**src/rtl/irq_pkg.sv**
```systemverilog
// Contract
// - Eight enable bits, one per peripheral source; 1 enables, 0 masks.
// - Enable register at 0x8c, all bits read/write, cleared at reset.
// - Bit order 7..0: parport, converter, rx, tx, sync, ccp1, tmrb, tmra.
// - Nothing reaches the core unless the group enable bit 6 is set.
// - Flags latch events whatever the enables and global enable say.
// - Flags 5 and 4 are read-only; the other six read/write; reset 0.
// - Group enable 1 passes unmasked requests; 0 blocks them all.
// - Parallel port flag sets on each port access, holds until cleared.
// - Receive flag is 1 while receive buffer is full, 0 when empty.
// - Transmit flag is 1 while transmit buffer is empty, 0 when full.
package irq_pkg;
  localparam int N_SRC = 8;
  // Register byte addresses on the bus
  localparam logic [7:0] ENABLE_OFS = 8'h8c;
  localparam logic [7:0] FLAG_OFS = 8'h90;
  localparam logic [7:0] PENDING_OFS = 8'h94;
  localparam logic [7:0] ENABLE_RST = 8'h00;
  localparam logic [7:0] FLAG_RST = 8'h00;
  // Source bit positions, shared by enable and flag registers
  localparam int BIT_PARPORT = 7;
  localparam int BIT_CONVERTER = 6;
  localparam int BIT_SERIAL_RX = 5;
  localparam int BIT_SERIAL_TX = 4;
  localparam int BIT_SYNC_SERIAL = 3;
  localparam int BIT_CAPCOMP1 = 2;
  localparam int BIT_TIMER_B = 1;
  localparam int BIT_TIMER_A = 0;
  // Flags that mirror buffer state and ignore writes
  localparam logic [7:0] FLAG_RO_MASK = 8'h30;
  // Positions inside the core interrupt control register
  localparam int GROUP_EN_BIT = 6;
  localparam int GLOBAL_EN_BIT = 7;

  typedef struct packed {
    logic read;
    logic write;
    logic [7:0] address;
    logic [31:0] writedata;
    logic [3:0] byteenable;
  } avl_req_t;

  typedef struct packed {
    logic parallel_port_access;
    logic converter_done;
    logic rx_buffer_full;
    logic tx_buffer_empty;
    logic sync_serial_event;
    logic capcomp1_event;
    logic timer_b_match;
    logic timer_a_overflow;
  } periph_events_t;

  typedef struct packed {
    logic [7:0] enable;
    logic [31:0] readdata;
    logic irq;
  } main_state_t;
endpackage : irq_pkg

```
**src/rtl/peripheral_irq_enable_flags.sv**
```systemverilog
// Register access over Avalon-MM was chosen for this implementation.
`timescale 1ns/1ps
`default_nettype none
module peripheral_irq_enable_flags (
  input wire logic clk,
  input wire logic reset_n,
  input wire irq_pkg::avl_req_t avs_req,
  output logic [31:0] avs_readdata,
  output logic avs_waitrequest,
  input wire irq_pkg::periph_events_t events,
  input wire logic [7:0] core_irq_control,
  output logic [7:0] pending,
  output logic peripheral_irq_req
);
  import irq_pkg::*;

  main_state_t st_reg;
  main_state_t st_next;

  logic req;
  logic first;
  logic accept;
  logic wr_take;
  logic enable_hit;
  logic flag_hit;
  logic pending_hit;
  logic flag_wr;
  logic [7:0] flags;
  logic [7:0] ev_pulse;
  logic [7:0] ev_level;
  logic [7:0] pend_vec;
  logic pend_any;
  logic group_en;
  logic global_en;

  // Request is held by the master until waitrequest drops
  assign req = avs_req.read | avs_req.write;

  bus_ack u_ack (
    .clk(clk),
    .reset_n(reset_n),
    .req(req),
    .waitrequest(avs_waitrequest),
    .first(first),
    .accept(accept)
  );

  // Address decode; unmapped addresses read zero, writes dropped
  always_comb
  begin
    enable_hit = 1'b0;
    flag_hit = 1'b0;
    pending_hit = 1'b0;
    if (avs_req.address == ENABLE_OFS)
      enable_hit = 1'b1;
    else if (avs_req.address == FLAG_OFS)
      flag_hit = 1'b1;
    else if (avs_req.address == PENDING_OFS)
      pending_hit = 1'b1;
  end

  // Writes land only on the accept edge, low byte lane only
  assign wr_take = accept & avs_req.write & avs_req.byteenable[0];
  assign flag_wr = wr_take & flag_hit;

  // sources placed in documented bit order
  always_comb
  begin
    ev_pulse = 8'h00;
    ev_level = 8'h00;
    ev_pulse[BIT_PARPORT] = events.parallel_port_access;
    ev_pulse[BIT_CONVERTER] = events.converter_done;
    ev_pulse[BIT_SYNC_SERIAL] = events.sync_serial_event;
    ev_pulse[BIT_CAPCOMP1] = events.capcomp1_event;
    ev_pulse[BIT_TIMER_B] = events.timer_b_match;
    ev_pulse[BIT_TIMER_A] = events.timer_a_overflow;
    ev_level[BIT_SERIAL_RX] = events.rx_buffer_full;
    ev_level[BIT_SERIAL_TX] = events.tx_buffer_empty;
  end

  // parallel port flag is sticky until software clears it
  flag_bank #(
    .N(N_SRC),
    .RO_MASK(FLAG_RO_MASK),
    .RST(FLAG_RST)
  ) u_flags (
    .clk(clk),
    .reset_n(reset_n),
    .set_pulse(ev_pulse),
    .level_in(ev_level),
    .wr_en(flag_wr),
    .wr_data(avs_req.writedata[7:0]),
    .flags(flags)
  );

  // flag AND enable per source, then gated
  assign pend_vec = flags & st_reg.enable;
  assign pend_any = |pend_vec;
  assign group_en = core_irq_control[GROUP_EN_BIT];
  assign global_en = core_irq_control[GLOBAL_EN_BIT];

  // Next state; read data captured in the wait cycle so it is
  // stable from a flop at the accept edge
  always_comb
  begin
    st_next = st_reg;
    if (wr_take && enable_hit)
      st_next.enable = avs_req.writedata[7:0];
    if (first && avs_req.read)
    begin
      st_next.readdata = 32'h0000_0000;
      if (enable_hit)
        st_next.readdata[7:0] = st_reg.enable;
      else if (flag_hit)
        st_next.readdata[7:0] = flags;
      else if (pending_hit)
        st_next.readdata[7:0] = pend_vec;
    end
    st_next.irq = pend_any & group_en & global_en;
  end

  always_ff @(posedge clk or negedge reset_n)
  begin
    if (!reset_n)
    begin
      st_reg.enable <= ENABLE_RST;
      st_reg.readdata <= 32'h0000_0000;
      st_reg.irq <= 1'b0;
    end
    else
      st_reg <= st_next;
  end

  // Read data and request straight from flops; pending is the combinational read-back view
  assign avs_readdata = st_reg.readdata;
  assign peripheral_irq_req = st_reg.irq;
  assign pending = pend_vec;

  // Helper copies for multi-cycle checks
  logic [7:0] wdata_q;
  logic en_wr_q;
  always_ff @(posedge clk or negedge reset_n)
  begin
    if (!reset_n)
    begin
      wdata_q <= 8'h00;
      en_wr_q <= 1'b0;
    end
    else
    begin
      wdata_q <= avs_req.writedata[7:0];
      en_wr_q <= wr_take & enable_hit;
    end
  end

  a_enable_write: assert property (
    @(posedge clk) disable iff (!reset_n)
    en_wr_q |-> st_reg.enable == wdata_q)
    else $error("enable write not stored");

  a_enable_reads: assert property (
    @(posedge clk) disable iff (!reset_n)
    first && avs_req.read && enable_hit
    ##1 accept |-> avs_readdata[7:0] == st_reg.enable
      || $past(en_wr_q))
    else $error("enable read-back wrong");

  a_group_block: assert property (
    @(posedge clk) disable iff (!reset_n)
    !group_en |=> !peripheral_irq_req)
    else $error("request passed with group enable low");

  a_group_pass: assert property (
    @(posedge clk) disable iff (!reset_n)
    pend_any && group_en && global_en |=> peripheral_irq_req)
    else $error("unmasked request blocked");

  a_irq_cause: assert property (
    @(posedge clk) disable iff (!reset_n)
    peripheral_irq_req |-> $past(pend_any) && $past(group_en)
      && $past(global_en))
    else $error("request without enabled flag");

  a_rx_follow: assert property (
    @(posedge clk) disable iff (!reset_n)
    ##1 flags[BIT_SERIAL_RX] == $past(events.rx_buffer_full))
    else $error("receive flag not following buffer");

  a_tx_follow: assert property (
    @(posedge clk) disable iff (!reset_n)
    ##1 flags[BIT_SERIAL_TX] == $past(events.tx_buffer_empty))
    else $error("transmit flag not following buffer");

  a_ro_ignore: assert property (
    @(posedge clk) disable iff (!reset_n)
    flag_wr |=> flags[BIT_SERIAL_RX] == $past(events.rx_buffer_full))
    else $error("read-only flag took a write");

  a_parport_hold: assert property (
    @(posedge clk) disable iff (!reset_n)
    flags[BIT_PARPORT] && !flag_wr |=> flags[BIT_PARPORT])
    else $error("parallel port flag dropped by itself");

  a_one_wait: assert property (
    @(posedge clk) disable iff (!reset_n)
    req && avs_waitrequest ##1 req |-> !avs_waitrequest)
    else $error("more than one wait state");

  // Register bus and gating checks; reads compare with the wait cycle
  a_enable_hold: assert property (
    @(posedge clk) disable iff (!reset_n)
    !(wr_take && enable_hit) |=> st_reg.enable == $past(st_reg.enable))
    else $error("enable changed without a write");

  a_flag_write: assert property (
    @(posedge clk) disable iff (!reset_n)
    flag_wr |=> (flags & ~FLAG_RO_MASK) ==
      (($past(avs_req.writedata[7:0]) | $past(ev_pulse)) & ~FLAG_RO_MASK))
    else $error("writable flags did not take the write");

  a_tx_ro_ignore: assert property (
    @(posedge clk) disable iff (!reset_n)
    flag_wr |=> flags[BIT_SERIAL_TX] == $past(events.tx_buffer_empty))
    else $error("transmit flag took a write");

  a_flag_read: assert property (
    @(posedge clk) disable iff (!reset_n)
    first && avs_req.read && flag_hit
      |=> avs_readdata[7:0] == $past(flags))
    else $error("flag read-back wrong");

  a_pending_read: assert property (
    @(posedge clk) disable iff (!reset_n)
    first && avs_req.read && pending_hit
      |=> avs_readdata[7:0] == $past(pend_vec))
    else $error("pending read-back wrong");

  a_global_block: assert property (
    @(posedge clk) disable iff (!reset_n)
    !global_en |=> !peripheral_irq_req)
    else $error("request passed with global enable low");

  a_first_waits: assert property (
    @(posedge clk) disable iff (!reset_n)
    $rose(req) |-> avs_waitrequest)
    else $error("request accepted without a wait state");

  a_upper_zero: assert property (
    @(posedge clk) disable iff (!reset_n)
    avs_readdata[31:8] == 24'h00_0000)
    else $error("read data upper bits not zero");
endmodule : peripheral_irq_enable_flags
`default_nettype wire

```
**src/rtl/bus_ack.sv**
```systemverilog
`timescale 1ns/1ps
`default_nettype none
module bus_ack (
  input wire logic clk,
  input wire logic reset_n,
  input wire logic req,
  output logic waitrequest,
  output logic first,
  output logic accept
);
  typedef struct packed {
    logic ack;
  } ack_state_t;

  ack_state_t st_reg;
  ack_state_t st_next;

  // One wait state lets read data come from a flop at the accept edge
  always_comb
  begin
    st_next.ack = req & ~st_reg.ack;
  end

  always_ff @(posedge clk or negedge reset_n)
  begin
    if (!reset_n)
      st_reg <= '0;
    else
      st_reg <= st_next;
  end

  // Handshake outputs are combinational from the held request
  assign waitrequest = req & ~st_reg.ack;
  assign first = req & ~st_reg.ack;
  assign accept = req & st_reg.ack;
endmodule : bus_ack
`default_nettype wire

```
**src/rtl/flag_bank.sv**
```systemverilog
`timescale 1ns/1ps
`default_nettype none
module flag_bank #(
  parameter int N = 8,
  parameter logic [N-1:0] RO_MASK = '0,
  parameter logic [N-1:0] RST = '0
) (
  input wire logic clk,
  input wire logic reset_n,
  input wire logic [N-1:0] set_pulse,
  input wire logic [N-1:0] level_in,
  input wire logic wr_en,
  input wire logic [N-1:0] wr_data,
  output logic [N-1:0] flags
);
  typedef struct packed {
    logic [N-1:0] flags;
  } bank_state_t;

  bank_state_t st_reg;
  bank_state_t st_next;
  logic [N-1:0] bit_next;

  if (N < 1 || N > 8)
  begin : g_chk
    $error("flag_bank: N must be 1 to 8");
  end

  // Per-bit update; an event in the clearing cycle still wins
  for (genvar i = 0; i < N; i++)
  begin : g_bit
    assign bit_next[i] = RO_MASK[i] ? level_in[i] :
                         set_pulse[i] ? 1'b1 :
                         wr_en ? wr_data[i] : st_reg.flags[i];
  end

  always_comb
  begin
    st_next.flags = bit_next;
  end

  always_ff @(posedge clk or negedge reset_n)
  begin
    if (!reset_n)
      st_reg.flags <= RST;
    else
      st_reg <= st_next;
  end

  assign flags = st_reg.flags;

  for (genvar i = 0; i < N; i++)
  begin : g_chk_bit
    if (!RO_MASK[i])
    begin : g_sticky
      a_event_sets: assert property (
        @(posedge clk) disable iff (!reset_n)
        set_pulse[i] |=> flags[i])
        else $error("flag missed its event");
    end
  end
endmodule : flag_bank
`default_nettype wire

```
**config.mk**
```make
export PLATFORM = sky130hd
export DESIGN_NAME = peripheral_irq_enable_flags
export DESIGN_NICKNAME = d
export VERILOG_FILES = /design/src/rtl/irq_pkg.sv /design/src/rtl/peripheral_irq_enable_flags.sv /design/src/rtl/bus_ack.sv /design/src/rtl/flag_bank.sv
export SDC_FILE = /design/constraint.sdc
export NUM_CORES = 1
export LEC_CHECK = 0
export ABC_AREA = 0
export BUFFER_PORTS_ARGS = -buffer_cell sky130_fd_sc_hd__buf_2
export CORE_MARGIN = 2
export CORE_UTILIZATION = 40
export CTS_BUF_LIST = sky130_fd_sc_hd__clkbuf_8 sky130_fd_sc_hd__clkbuf_16
export CTS_CLUSTER_DIAMETER = 50
export DETAILED_ROUTE_END_ITERATION = 10
export GPL_TIMING_DRIVEN = 0
export PLACE_DENSITY = 0.79
export SYNTH_ARGS = -nofsm -noshare
export SYNTH_HDL_FRONTEND = slang
export SYNTH_SLANG_ARGS = --single-unit
```
**constraint.sdc**
```tcl
create_clock -name clk -period 2.3 [get_ports clk]
set_input_delay 0.23 -clock clk [delete_from_list [all_inputs] [get_ports clk]]
set_output_delay 0.23 -clock clk [all_outputs]
set_load 0.005 [all_outputs]
```
==> flow_summary.ini, run 1 <==
[worst_setup_path]
reg2reg_to = avs_readdata[6]
regToRegSetupSlack_ns = 0.67
startpoint = avs_req[36]
r2r_cells = 5
r2r-start = u_ack.st_reg
cp.required_ns = 2.45
cp.arrival_ns = 1.85
endpoint_kind = register
crit_type = in2reg
cp_max_fo = 8
startpoint_type = input port

[final_layout]
syn_to_final_growth_pct = 29.7
multi_input_area_sq_um = 701
antenna_cells = 0
fill_cells = 365
drive_above_1_share = 0.431
seq_area_sq_um = 651
fin_nets = 290

[sta]
min_period_ns = 1.70
rsz0062_at_grt = false
tns_ns = 0
setup_violations = 0
max-slew-margin-rel = 0.576
fin_crit_sh = 0.739
fmax_mhz = 588
clock_skew_ns = 0.00207
slew_violations = 0
hold_viol_final = 0
tightestPinTransition_ns = 0.631
holdWs_ns = 0.0654

[cts]
cts_root_buf = clkbuf_8
htreeDepth = 1
cts_tree = done
numCtsBuffers = 3
cts_buffer_depth = 2
clk_pin_slew_ns = 0.09
clkLatencyLatePin_ns = 0.26
cts.sinks = 26
cts_resized = 0
cts_setup_buffers = 0

[global_routing]
grt_pass1_vias = 1071
grt_pass1_wl_mm = 4.58
grt_max_degree = 27
antenna_found_initial = 0
overflow = 0
grt_util_all_layers = 0.134

[hold_path]
min_path_type = in2reg
worstHoldPathCells = 1
hp-start = events[5]
min_to = u_flags.flags[5]

[placed_design]
dpl.hpwl_mm = 2.29
portBuffers = 48
place_congestion = 0.801

[floorplan]
die_w_um = 65.7
die-area_sq_mm = 0.00431
num_io_pins = 106
std_cell_rows = 22
die_h_um = 65.7
initial_utilization = 0.415
core_sq_mm = 0.00366

[detailed_routing]
drt_iter0_markers = 35
avgRoutedWirePerCell_um = 10.1
antenna_left = 0
wl_mm = 2.75
vias_per_cell = 4.29
drtPass1Iterations = 4
vias = 1172
drc = 0

[logic_synthesis]
ys_ff_latch = 26
ys_seq_area_frac = 0.428
syn_inst = 149
avgSynthCellArea_sq_um = 10.2
yosysWarnings = 0
yosysUniqueCellTypes = 25
synth_area_sq_mm = 0.00152

[flow_run]
maxCapViolations = 0

[pwr]
powerDensity_mw_per_mm2 = 448
vdd_drop_max_mv = 0.370
p_leak_nw = 1.04

[status]
status = completed
## cells in the mapped netlist
| cell | instances | area share |
|---|---|---|
| buf_4 | 32 | 0.16 |
| dfrtp_1 | 26 | 0.43 |
| nor2_1 | 16 | 0.040 |
| nand2_1 | 9 | 0.022 |
| and2_1 | 8 | 0.033 |
| mux2_2 | 8 | 0.059 |
| o21ai_0 | 8 | 0.026 |
| mux2i_1 | 6 | 0.040 |
| nand2b_1 | 6 | 0.025 |
| a32oi_1 | 5 | 0.029 |
| clkbuf_1 | 4 | 0.0099 |
| a211oi_1 | 3 | 0.015 |
| and4b_1 | 3 | 0.020 |
| nor4bb_1 | 3 | 0.020 |
| nor4_4 | 2 | 0.028 |
| a31oi_1 | 1 | 0.0041 |
| and3b_1 | 1 | 0.0058 |
| conb_1 | 1 | 0.0025 |
| nand3_1 | 1 | 0.0033 |
| nand3b_1 | 1 | 0.0049 |
| nor2b_1 | 1 | 0.0041 |
| nor4_1 | 1 | 0.0041 |
| or3_2 | 1 | 0.0049 |
| or3b_2 | 1 | 0.0058 |
| or4b_4 | 1 | 0.0091 |
## how the worst max path moves through the flow
stage	endpoint	slack (ns)	cells after the start
finish	st_reg[37]	0.60	4
global route	avs_readdata[6]	0.49	5
CTS	st_reg[37]	0.58	4
detailed placement	st_reg[37]	0.31	4
global placement	st_reg[40]	0.33	4
floorplan	st_reg[33]	0.58	3
## critical path: stages
cell and delay [ns]:
buf_2 0.09, or4b_4 0.57, nor4_4 0.55, mux2_2 0.41
## cell usage in the layout, fill, tap and decap left out, types with 2 or more instances in the layout
| cell type | instances |
|---|---|
| buf_4 | 32 |
| dfrtp_1 | 26 |
| mux2i_1 | 6 |
| buf_2 | 48 |
| o21ai_0 | 8 |
| and4b_1 | 3 |
| nand2_1 | 9 |
| a211oi_1 | 3 |
| nor4bb_1 | 3 |
| clkbuf_8 | 4 |
| mux2_2 | 8 |
| nand2b_1 | 6 |
| a32oi_1 | 5 |
| clkbuf_1 | 4 |
| nor4_4 | 2 |
| nor2_1 | 16 |
| conb_1 | 24 |
| and2_1 | 8 |
## per-layer routing
metal / global-route usage / wire (um)
met1: 0.173 / 1220
met2: 0.239 / 1370
met3: 0.0188 / 142
met4: 0.0234 / 10
met5: 0 / 0
## stage by stage
step           cell area (sq um)  setup slack (ns)   util  power (W)  cells
3_5_place_dp                1910             0.308  0.521   0.000603    268
6_report                    1970             0.600  0.539   0.000883    273
3_3_place_gp                1910             0.329  0.521   0.000600    268
2_1_floorplan               1610             0.581      -   0.000550    172
4_1_cts                     1970             0.583  0.539   0.000892    273
5_1_grt                     1970             0.485  0.539   0.000928    273
## cells by family after synthesis
logic type             after synthesis  synth area share
flip-flops                          26             0.428
AO/OA/AOI/OAI                       17            0.0741
other                                1           0.00247
buffers and inverters               36             0.168
AND/OR/NAND/NOR                     55             0.229
multiplexers                        14            0.0988
## layout make-up
class                           instances  share of cell area
Multi-Input combinational cell        110               0.355
Sequential cell                        26               0.330
Buffer                                 36               0.129
Timing Repair Buffer                   49               0.127
Tap cell                               48              0.0305
Clock buffer                            4              0.0279
## where the power goes
group / leakage [nW] / switching (W) / internal [W]
sequential: 0.325 / 0.00000391 / 0.000464
combinational: 0.683 / 0.0000613 / 0.0000662
clock: 0.0288 / 0.000135 / 0.000153
## what timing repair did
action                                  CTS  global route
hold endpoints to repair                 26             0
endpoints found under the setup margin    0             0
hold buffers                              1             0
No activity file was read; power rests on OpenSTA's default activity.
==> inputs of run 2 (changes only) <==
--- a/config.mk
+++ b/config.mk
@@ -5,15 +5,15 @@
 export SDC_FILE = /design/constraint.sdc
 export NUM_CORES = 1
 export LEC_CHECK = 0
-export ABC_AREA = 0
+export ABC_AREA = 1
 export BUFFER_PORTS_ARGS = -buffer_cell sky130_fd_sc_hd__buf_2
 export CORE_MARGIN = 2
-export CORE_UTILIZATION = 40
+export CORE_UTILIZATION = 38
 export CTS_BUF_LIST = sky130_fd_sc_hd__clkbuf_8 sky130_fd_sc_hd__clkbuf_16
 export CTS_CLUSTER_DIAMETER = 50
 export DETAILED_ROUTE_END_ITERATION = 10
 export GPL_TIMING_DRIVEN = 0
-export PLACE_DENSITY = 0.79
+export PLACE_DENSITY = 0.77
 export SYNTH_ARGS = -nofsm -noshare
 export SYNTH_HDL_FRONTEND = slang
 export SYNTH_SLANG_ARGS = --single-unit
==> constraint.sdc (replaced) <==
create_clock -name clk -period 1.4 [get_ports clk]
set_input_delay 0.14 -clock clk [delete_from_list [all_inputs] [get_ports clk]]
set_output_delay 0.14 -clock clk [all_outputs]
set_load 0.005 [all_outputs]
==> flow_summary.ini, run 2 <==
[status]
status = completed

[sta]
min_period_ns = 1.19
max-slew-margin-rel = 0.634
rsz0062_at_grt = false
fin_crit_sh = 0.847
setup_violations = 0
hold_viol_final = 0
slew_violations = 0
tns_ns = 0
clock_skew_ns = 0.00889
tightestPinTransition_ns = 0.549
fmax_mhz = 843

[logic_synthesis]
synth_top_area_frac = 0.395
ys_seq_area_frac = 0.395
yosysTopAreaCell = dfrtp_1
synth_area_sq_mm = 0.00165
synth_flop_cell = dfrtp_1
synth_common_cells = nand2_1 (57), nand3_1 (33), buf_4 (32)
ys_ff_latch = 26
synth_area_leaders = dfrtp_1 (40%), buf_4 (15%), nand2_1 (13%), nand3_1 (10%), inv_1 (5.0%)
async_flop_share = 1.00
yosysWarnings = 0
yosysMostFrequentCell = nand2_1
synth_edf_count = 0
avgSynthCellArea_sq_um = 7.80
yosysUniqueCellTypes = 21
syn_inst = 211

[global_routing]
overflow = 0
grtUsageMet3 = 0.0378
grt_max_degree = 27
grt_util_all_layers = 0.145
met2_usage = 0.263
antenna_found_initial = 0
busiest_layer = met2
grt_pass1_wl_mm = 5.78
use_met1 = 0.173
grt_pass1_vias = 1311

[cts]
cts_buffer_depth = 2
numCtsBuffers = 3
cts_root_buf = clkbuf_8
clkLatencyLatePin_ns = 0.28
cts.sinks = 26
clk_pin_slew_ns = 0.09
htreeDepth = 1
cts_resized = 0
cts_tree = done
cts_setup_buffers = 0

[hold_path]
min_path_type = in2reg

[floorplan]
std_cell_rows = 23
die_w_um = 69.8
num_io_pins = 106
die-area_sq_mm = 0.00487
initial_utilization = 0.403
core_sq_mm = 0.00409
die_h_um = 69.8

[placed_design]
portBuffers = 48
place_congestion = 0.872
dpl.hpwl_mm = 2.72

[worst_setup_path]
crit_type = reg2reg
cp_max_fo = 9
endpoint_kind = register
cp.required_ns = 1.56
cp.arrival_ns = 1.35
startpoint_type = register

[pwr]
vdd_drop_max_mv = 0.712
p_leak_nw = 1.28
powerDensity_mw_per_mm2 = 753
total_power_w = 0.00161

[flow_run]
maxCapViolations = 0

[detailed_routing]
avgRoutedWirePerCell_um = 9.90
drt_iter0_markers = 125
vias = 1452
wl_mm = 3.36
drc = 0
antenna_left = 0
drtPass1Iterations = 4
vias_per_cell = 4.28

[final_layout]
final_cell_mix = nand2_1 (57), buf_2 (48), nand3_1 (33), buf_4 (32), dfrtp_1 (26)
antenna_cells = 0
final_common_cell = nand2_1
fill_cells = 405
drive_above_1_share = 0.381
syn_to_final_growth_pct = 29.8
fin_nets = 354
==> run 2: cell count changes in the layout (fill, tap and decap cells not counted), moves of 8 or more <==
| cell | change |
|---|---|
| nand2_1 | +48 |
| nand3_1 | +32 |
| inv_1 | +22 |
| nor2_1 | -10 |
| and2_1 | -8 |
| mux2_2 | -8 |
| o21ai_0 | -8 |
| o21ai_2 | +8 |
==> run 2: area by class of cell <==
| type | instances | area (sq um) | area share |
|---|---|---|---|
| multi-input combinational | 147 | 712 | 0.333 |
| sequential | 26 | 651 | 0.305 |
| timing repair buffer | 51 | 270 | 0.127 |
| buffer | 34 | 267 | 0.125 |
| inverter | 27 | 103 | 0.0480 |
| tap | 50 | 62.6 | 0.0293 |
| clock buffer | 3 | 41.3 | 0.0193 |
| clock inverter | 1 | 30.0 | 0.0141 |
==> run 2: path summary, 6_finish.rpt <==
check | start | endpoint | slack, ns | cells past startpoint
worst max-delay path | u_ack.st_reg | avs_readdata[2] | 0.21 | 4
worst max register to register | u_ack.st_reg | avs_readdata[2] | 0.21 | 4
max in group asynchronous | reset_n | u_flags.flags[5] | 0.65 | 2
min in group asynchronous | reset_n | u_flags.flags[4] | 0.38 | 2
worst min-delay path | events[2] | u_flags.flags[2] | 0.04 | 3
worst min register to register | avs_readdata[4] | avs_readdata[4] | 0.49 | 2
==> run 2: layer usage <==
| metal | vias to the layer above | wire length [um] |
|---|---|---|
| met5 | - | 0 |
| met4 | 0 | 28 |
| met3 | 4 | 232 |
| met2 | 52 | 1750 |
| met1 | 633 | 1350 |
| li1 | 763 | - |
==> run 2: worst max-delay path, cell delays in order, from the launching register on <==
cell and delay (ns):
dfrtp_1 0.41, nor2_2 0.29, inv_1 0.20, nand2_1 0.11
nand2_1 0.06
==> run 2: kinds of logic (layout without fill, tap and decap cells) <==
family | after synthesis | after routing | share of synthesized area
AO/OA/AOI/OAI | 14 | 14 | 0.0608
flip-flops | 26 | 26 | 0.395
buffers and inverters | 61 | 116 | 0.224
other | 1 | 24 | 0.00228
AND/OR/NAND/NOR | 109 | 109 | 0.317
==> run 2: power breakdown <==
group | leakage, nW | internal, W | switching (W) | total, W
Combinational | 0.922 | 0.000106 | 0.000118 | 0.000224
Sequential | 0.325 | 0.000762 | 0.00000834 | 0.000770
Clock | 0.0357 | 0.000383 | 0.000231 | 0.000614
Total | 1.28 | 0.00125 | 0.000357 | 0.00161
==> run 2: per-stage QoR <==
stage / cells / hold slack [ns] / cell area [sq um] / utilization / worst slack, ns
after global placement: 332 / 0.157 / 2030 / 0.498 / 0.234
after CTS: 339 / 0.0383 / 2140 / 0.523 / 0.189
after floorplan: 234 / -0.156 / 1730 / - / 0.341
after detailed placement: 332 / 0.162 / 2030 / 0.498 / 0.219
final: 339 / 0.0379 / 2140 / 0.523 / 0.214
after global routing: 339 / 0.0520 / 2140 / 0.523 / 0.0954
==> run 2: repair_timing <==
| action | CTS | global route |
|---|---|---|
| endpoints found under the setup margin | 0 | 0 |
| hold buffers | 3 | 0 |
| hold endpoints to repair | 28 | 0 |
==> inputs of run 3 (changes only) <==
--- a/config.mk
+++ b/config.mk
@@ -5,15 +5,15 @@
 export SDC_FILE = /design/constraint.sdc
 export NUM_CORES = 1
 export LEC_CHECK = 0
-export ABC_AREA = 1
+export ABC_AREA = 0
 export BUFFER_PORTS_ARGS = -buffer_cell sky130_fd_sc_hd__buf_2
 export CORE_MARGIN = 2
-export CORE_UTILIZATION = 38
+export CORE_UTILIZATION = 40
 export CTS_BUF_LIST = sky130_fd_sc_hd__clkbuf_8 sky130_fd_sc_hd__clkbuf_16
 export CTS_CLUSTER_DIAMETER = 50
 export DETAILED_ROUTE_END_ITERATION = 10
 export GPL_TIMING_DRIVEN = 0
-export PLACE_DENSITY = 0.77
+export PLACE_DENSITY = 0.79
 export SYNTH_ARGS = -nofsm -noshare
 export SYNTH_HDL_FRONTEND = slang
 export SYNTH_SLANG_ARGS = --single-unit
==> constraint.sdc (replaced) <==
create_clock -name clk -period 1.2 [get_ports clk]
set_input_delay 0.12 -clock clk [delete_from_list [all_inputs] [get_ports clk]]
set_output_delay 0.12 -clock clk [all_outputs]
set_load 0.005 [all_outputs]
==> flow_summary.ini, run 3 (same netlist as run 1, synthesis figures left out) <==
[detailed_routing]
vias = 1267
wl_mm = 3.14
drtPass1Iterations = 4
drc = 0
drt_iter0_markers = 31
antenna_left = 0
avgRoutedWirePerCell_um = 11.2
vias_per_cell = 4.54

[sta]
tightestPinTransition_ns = 0.566
rsz0062_at_grt = true
layout_setup_ws_ns = -0.127
min_period_ns = 1.33
hold_viol_final = 0
holdWs_ns = 0.0805
setup_violations = 22
fin_crit_sh = 1.11
fmax_mhz = 753
max-slew-margin-rel = 0.623
clock_skew_ns = 0.00290
slew_violations = 0

[final_layout]
seq_area_sq_um = 651
drive_above_1_share = 0.481
antenna_cells = 0
fill_cells = 332
multi_input_area_sq_um = 782
syn_to_final_growth_pct = 40.8
fin_nets = 296
stdcell_count = 279
final_cell_mix = buf_2 (47), buf_4 (36), dfrtp_1 (26), conb_1 (24), nor2_1 (15)
fin_util = 0.585
final_common_cell = buf_2

[placed_design]
portBuffers = 48
dpl.hpwl_mm = 2.40
place_ws_ns = -0.686
dp.cells = 268
place_congestion = 0.799

[worst_setup_path]
endpoint_kind = register
cp_max_fo = 8
crit_type = reg2reg
cp.required_ns = 1.36
startpoint_type = register
cp.arrival_ns = 1.49

[cts]
numCtsBuffers = 3
clk_pin_slew_ns = 0.09
cts_root_buf = clkbuf_8
cts_buffer_depth = 2
cts.sinks = 26
clkLatencyLatePin_ns = 0.27
cts_tree = done
htreeDepth = 1

[floorplan]
initial_utilization = 0.415
std_cell_rows = 22
die_h_um = 65.7
die-area_sq_mm = 0.00431
num_io_pins = 106
core_sq_mm = 0.00366
die_w_um = 65.7

[status]
status = complete, but fails checks
violations = negative setup slack

[global_routing]
grt_pass1_vias = 1157
grtUsageMet3 = 0.0103
grt_util_all_layers = 0.146
grt_pass1_wl_mm = 4.97
busiest_layer = met2
antenna_found_initial = 0
met2_usage = 0.271
grt_max_degree = 27
overflow = 0
use_met1 = 0.178

[pwr]
powerDensity_mw_per_mm2 = 892
vdd_drop_max_mv = 1.09
p_leak_nw = 1.11

[flow_run]
maxCapViolations = 0

[hold_path]
min_path_type = in2reg
[run 3: where the power goes]
group,leakage [nW],internal [W],total (W),switching (W)
clock network,0.0357,0.000446,0.000724,0.000277
registers,0.325,0.000889,0.000898,0.00000973
logic,0.745,0.000155,0.000288,0.000133
total,1.11,0.00149,0.00191,0.000420
[run 3: metal layers]
layer	vias up	part of all wire
met5	-	0
met4	0	0.013
met3	4	0.055
met2	60	0.52
met1	578	0.41
li1	625	-
[run 3: worst paths after layout]
check / from / end / slack [ns] / depth (start not counted)
max: u_ack.st_reg / st_reg[34] / -0.13 / 4
min: core_irq_control[6] / peripheral_irq_req / 0.08 / 3
max reg2reg: u_ack.st_reg / st_reg[34] / -0.13 / 4
min reg2reg: avs_readdata[7] / avs_readdata[7] / 0.49 / 2
max in group asynchronous: reset_n / avs_readdata[4] / 0.47 / 2
min in group asynchronous: reset_n / st_reg[38] / 0.36 / 2
[run 3: cell type report]
type	instances	area share
multi-input cells	110	0.365
flip-flops and latches	26	0.304
repair buffers	57	0.154
plain buffers	34	0.116
well taps	48	0.0281
clock buffers	3	0.0193
clock inverters	1	0.0140
[run 3: timing repair]
| item | in CTS | in global routing |
|---|---|---|
| hold endpoints to repair | 28 | 0 |
| pin swaps | 12 | 2 |
| setup endpoints to repair | 22 | 24 |
| hold buffers | 3 | 0 |
| gates resized for setup | 24 | 7 |
| setup buffers | 5 | 1 |
[run 3: critical path, cell delays in order (launching register included)]
cell and delay [ns]:
dfrtp_1 0.39, nand3_4 0.09, nor4_4 0.22, buf_6 0.20, mux2_4 0.31
[run 3: stage by stage]
| stage | TNS, ns | area (sq um) | power [W] |
|---|---|---|---|
| 2_1_floorplan | -6.68 | 1610 | 0.00105 |
| 3_3_place_gp | -11.38 | 1910 | 0.00115 |
| 3_5_place_dp | -11.88 | 1910 | 0.00116 |
| 4_1_cts | -1.65 | 2110 | 0.00191 |
| 5_1_grt | -3.00 | 2140 | 0.00198 |
| 6_report | -1.85 | 2140 | 0.00191 |
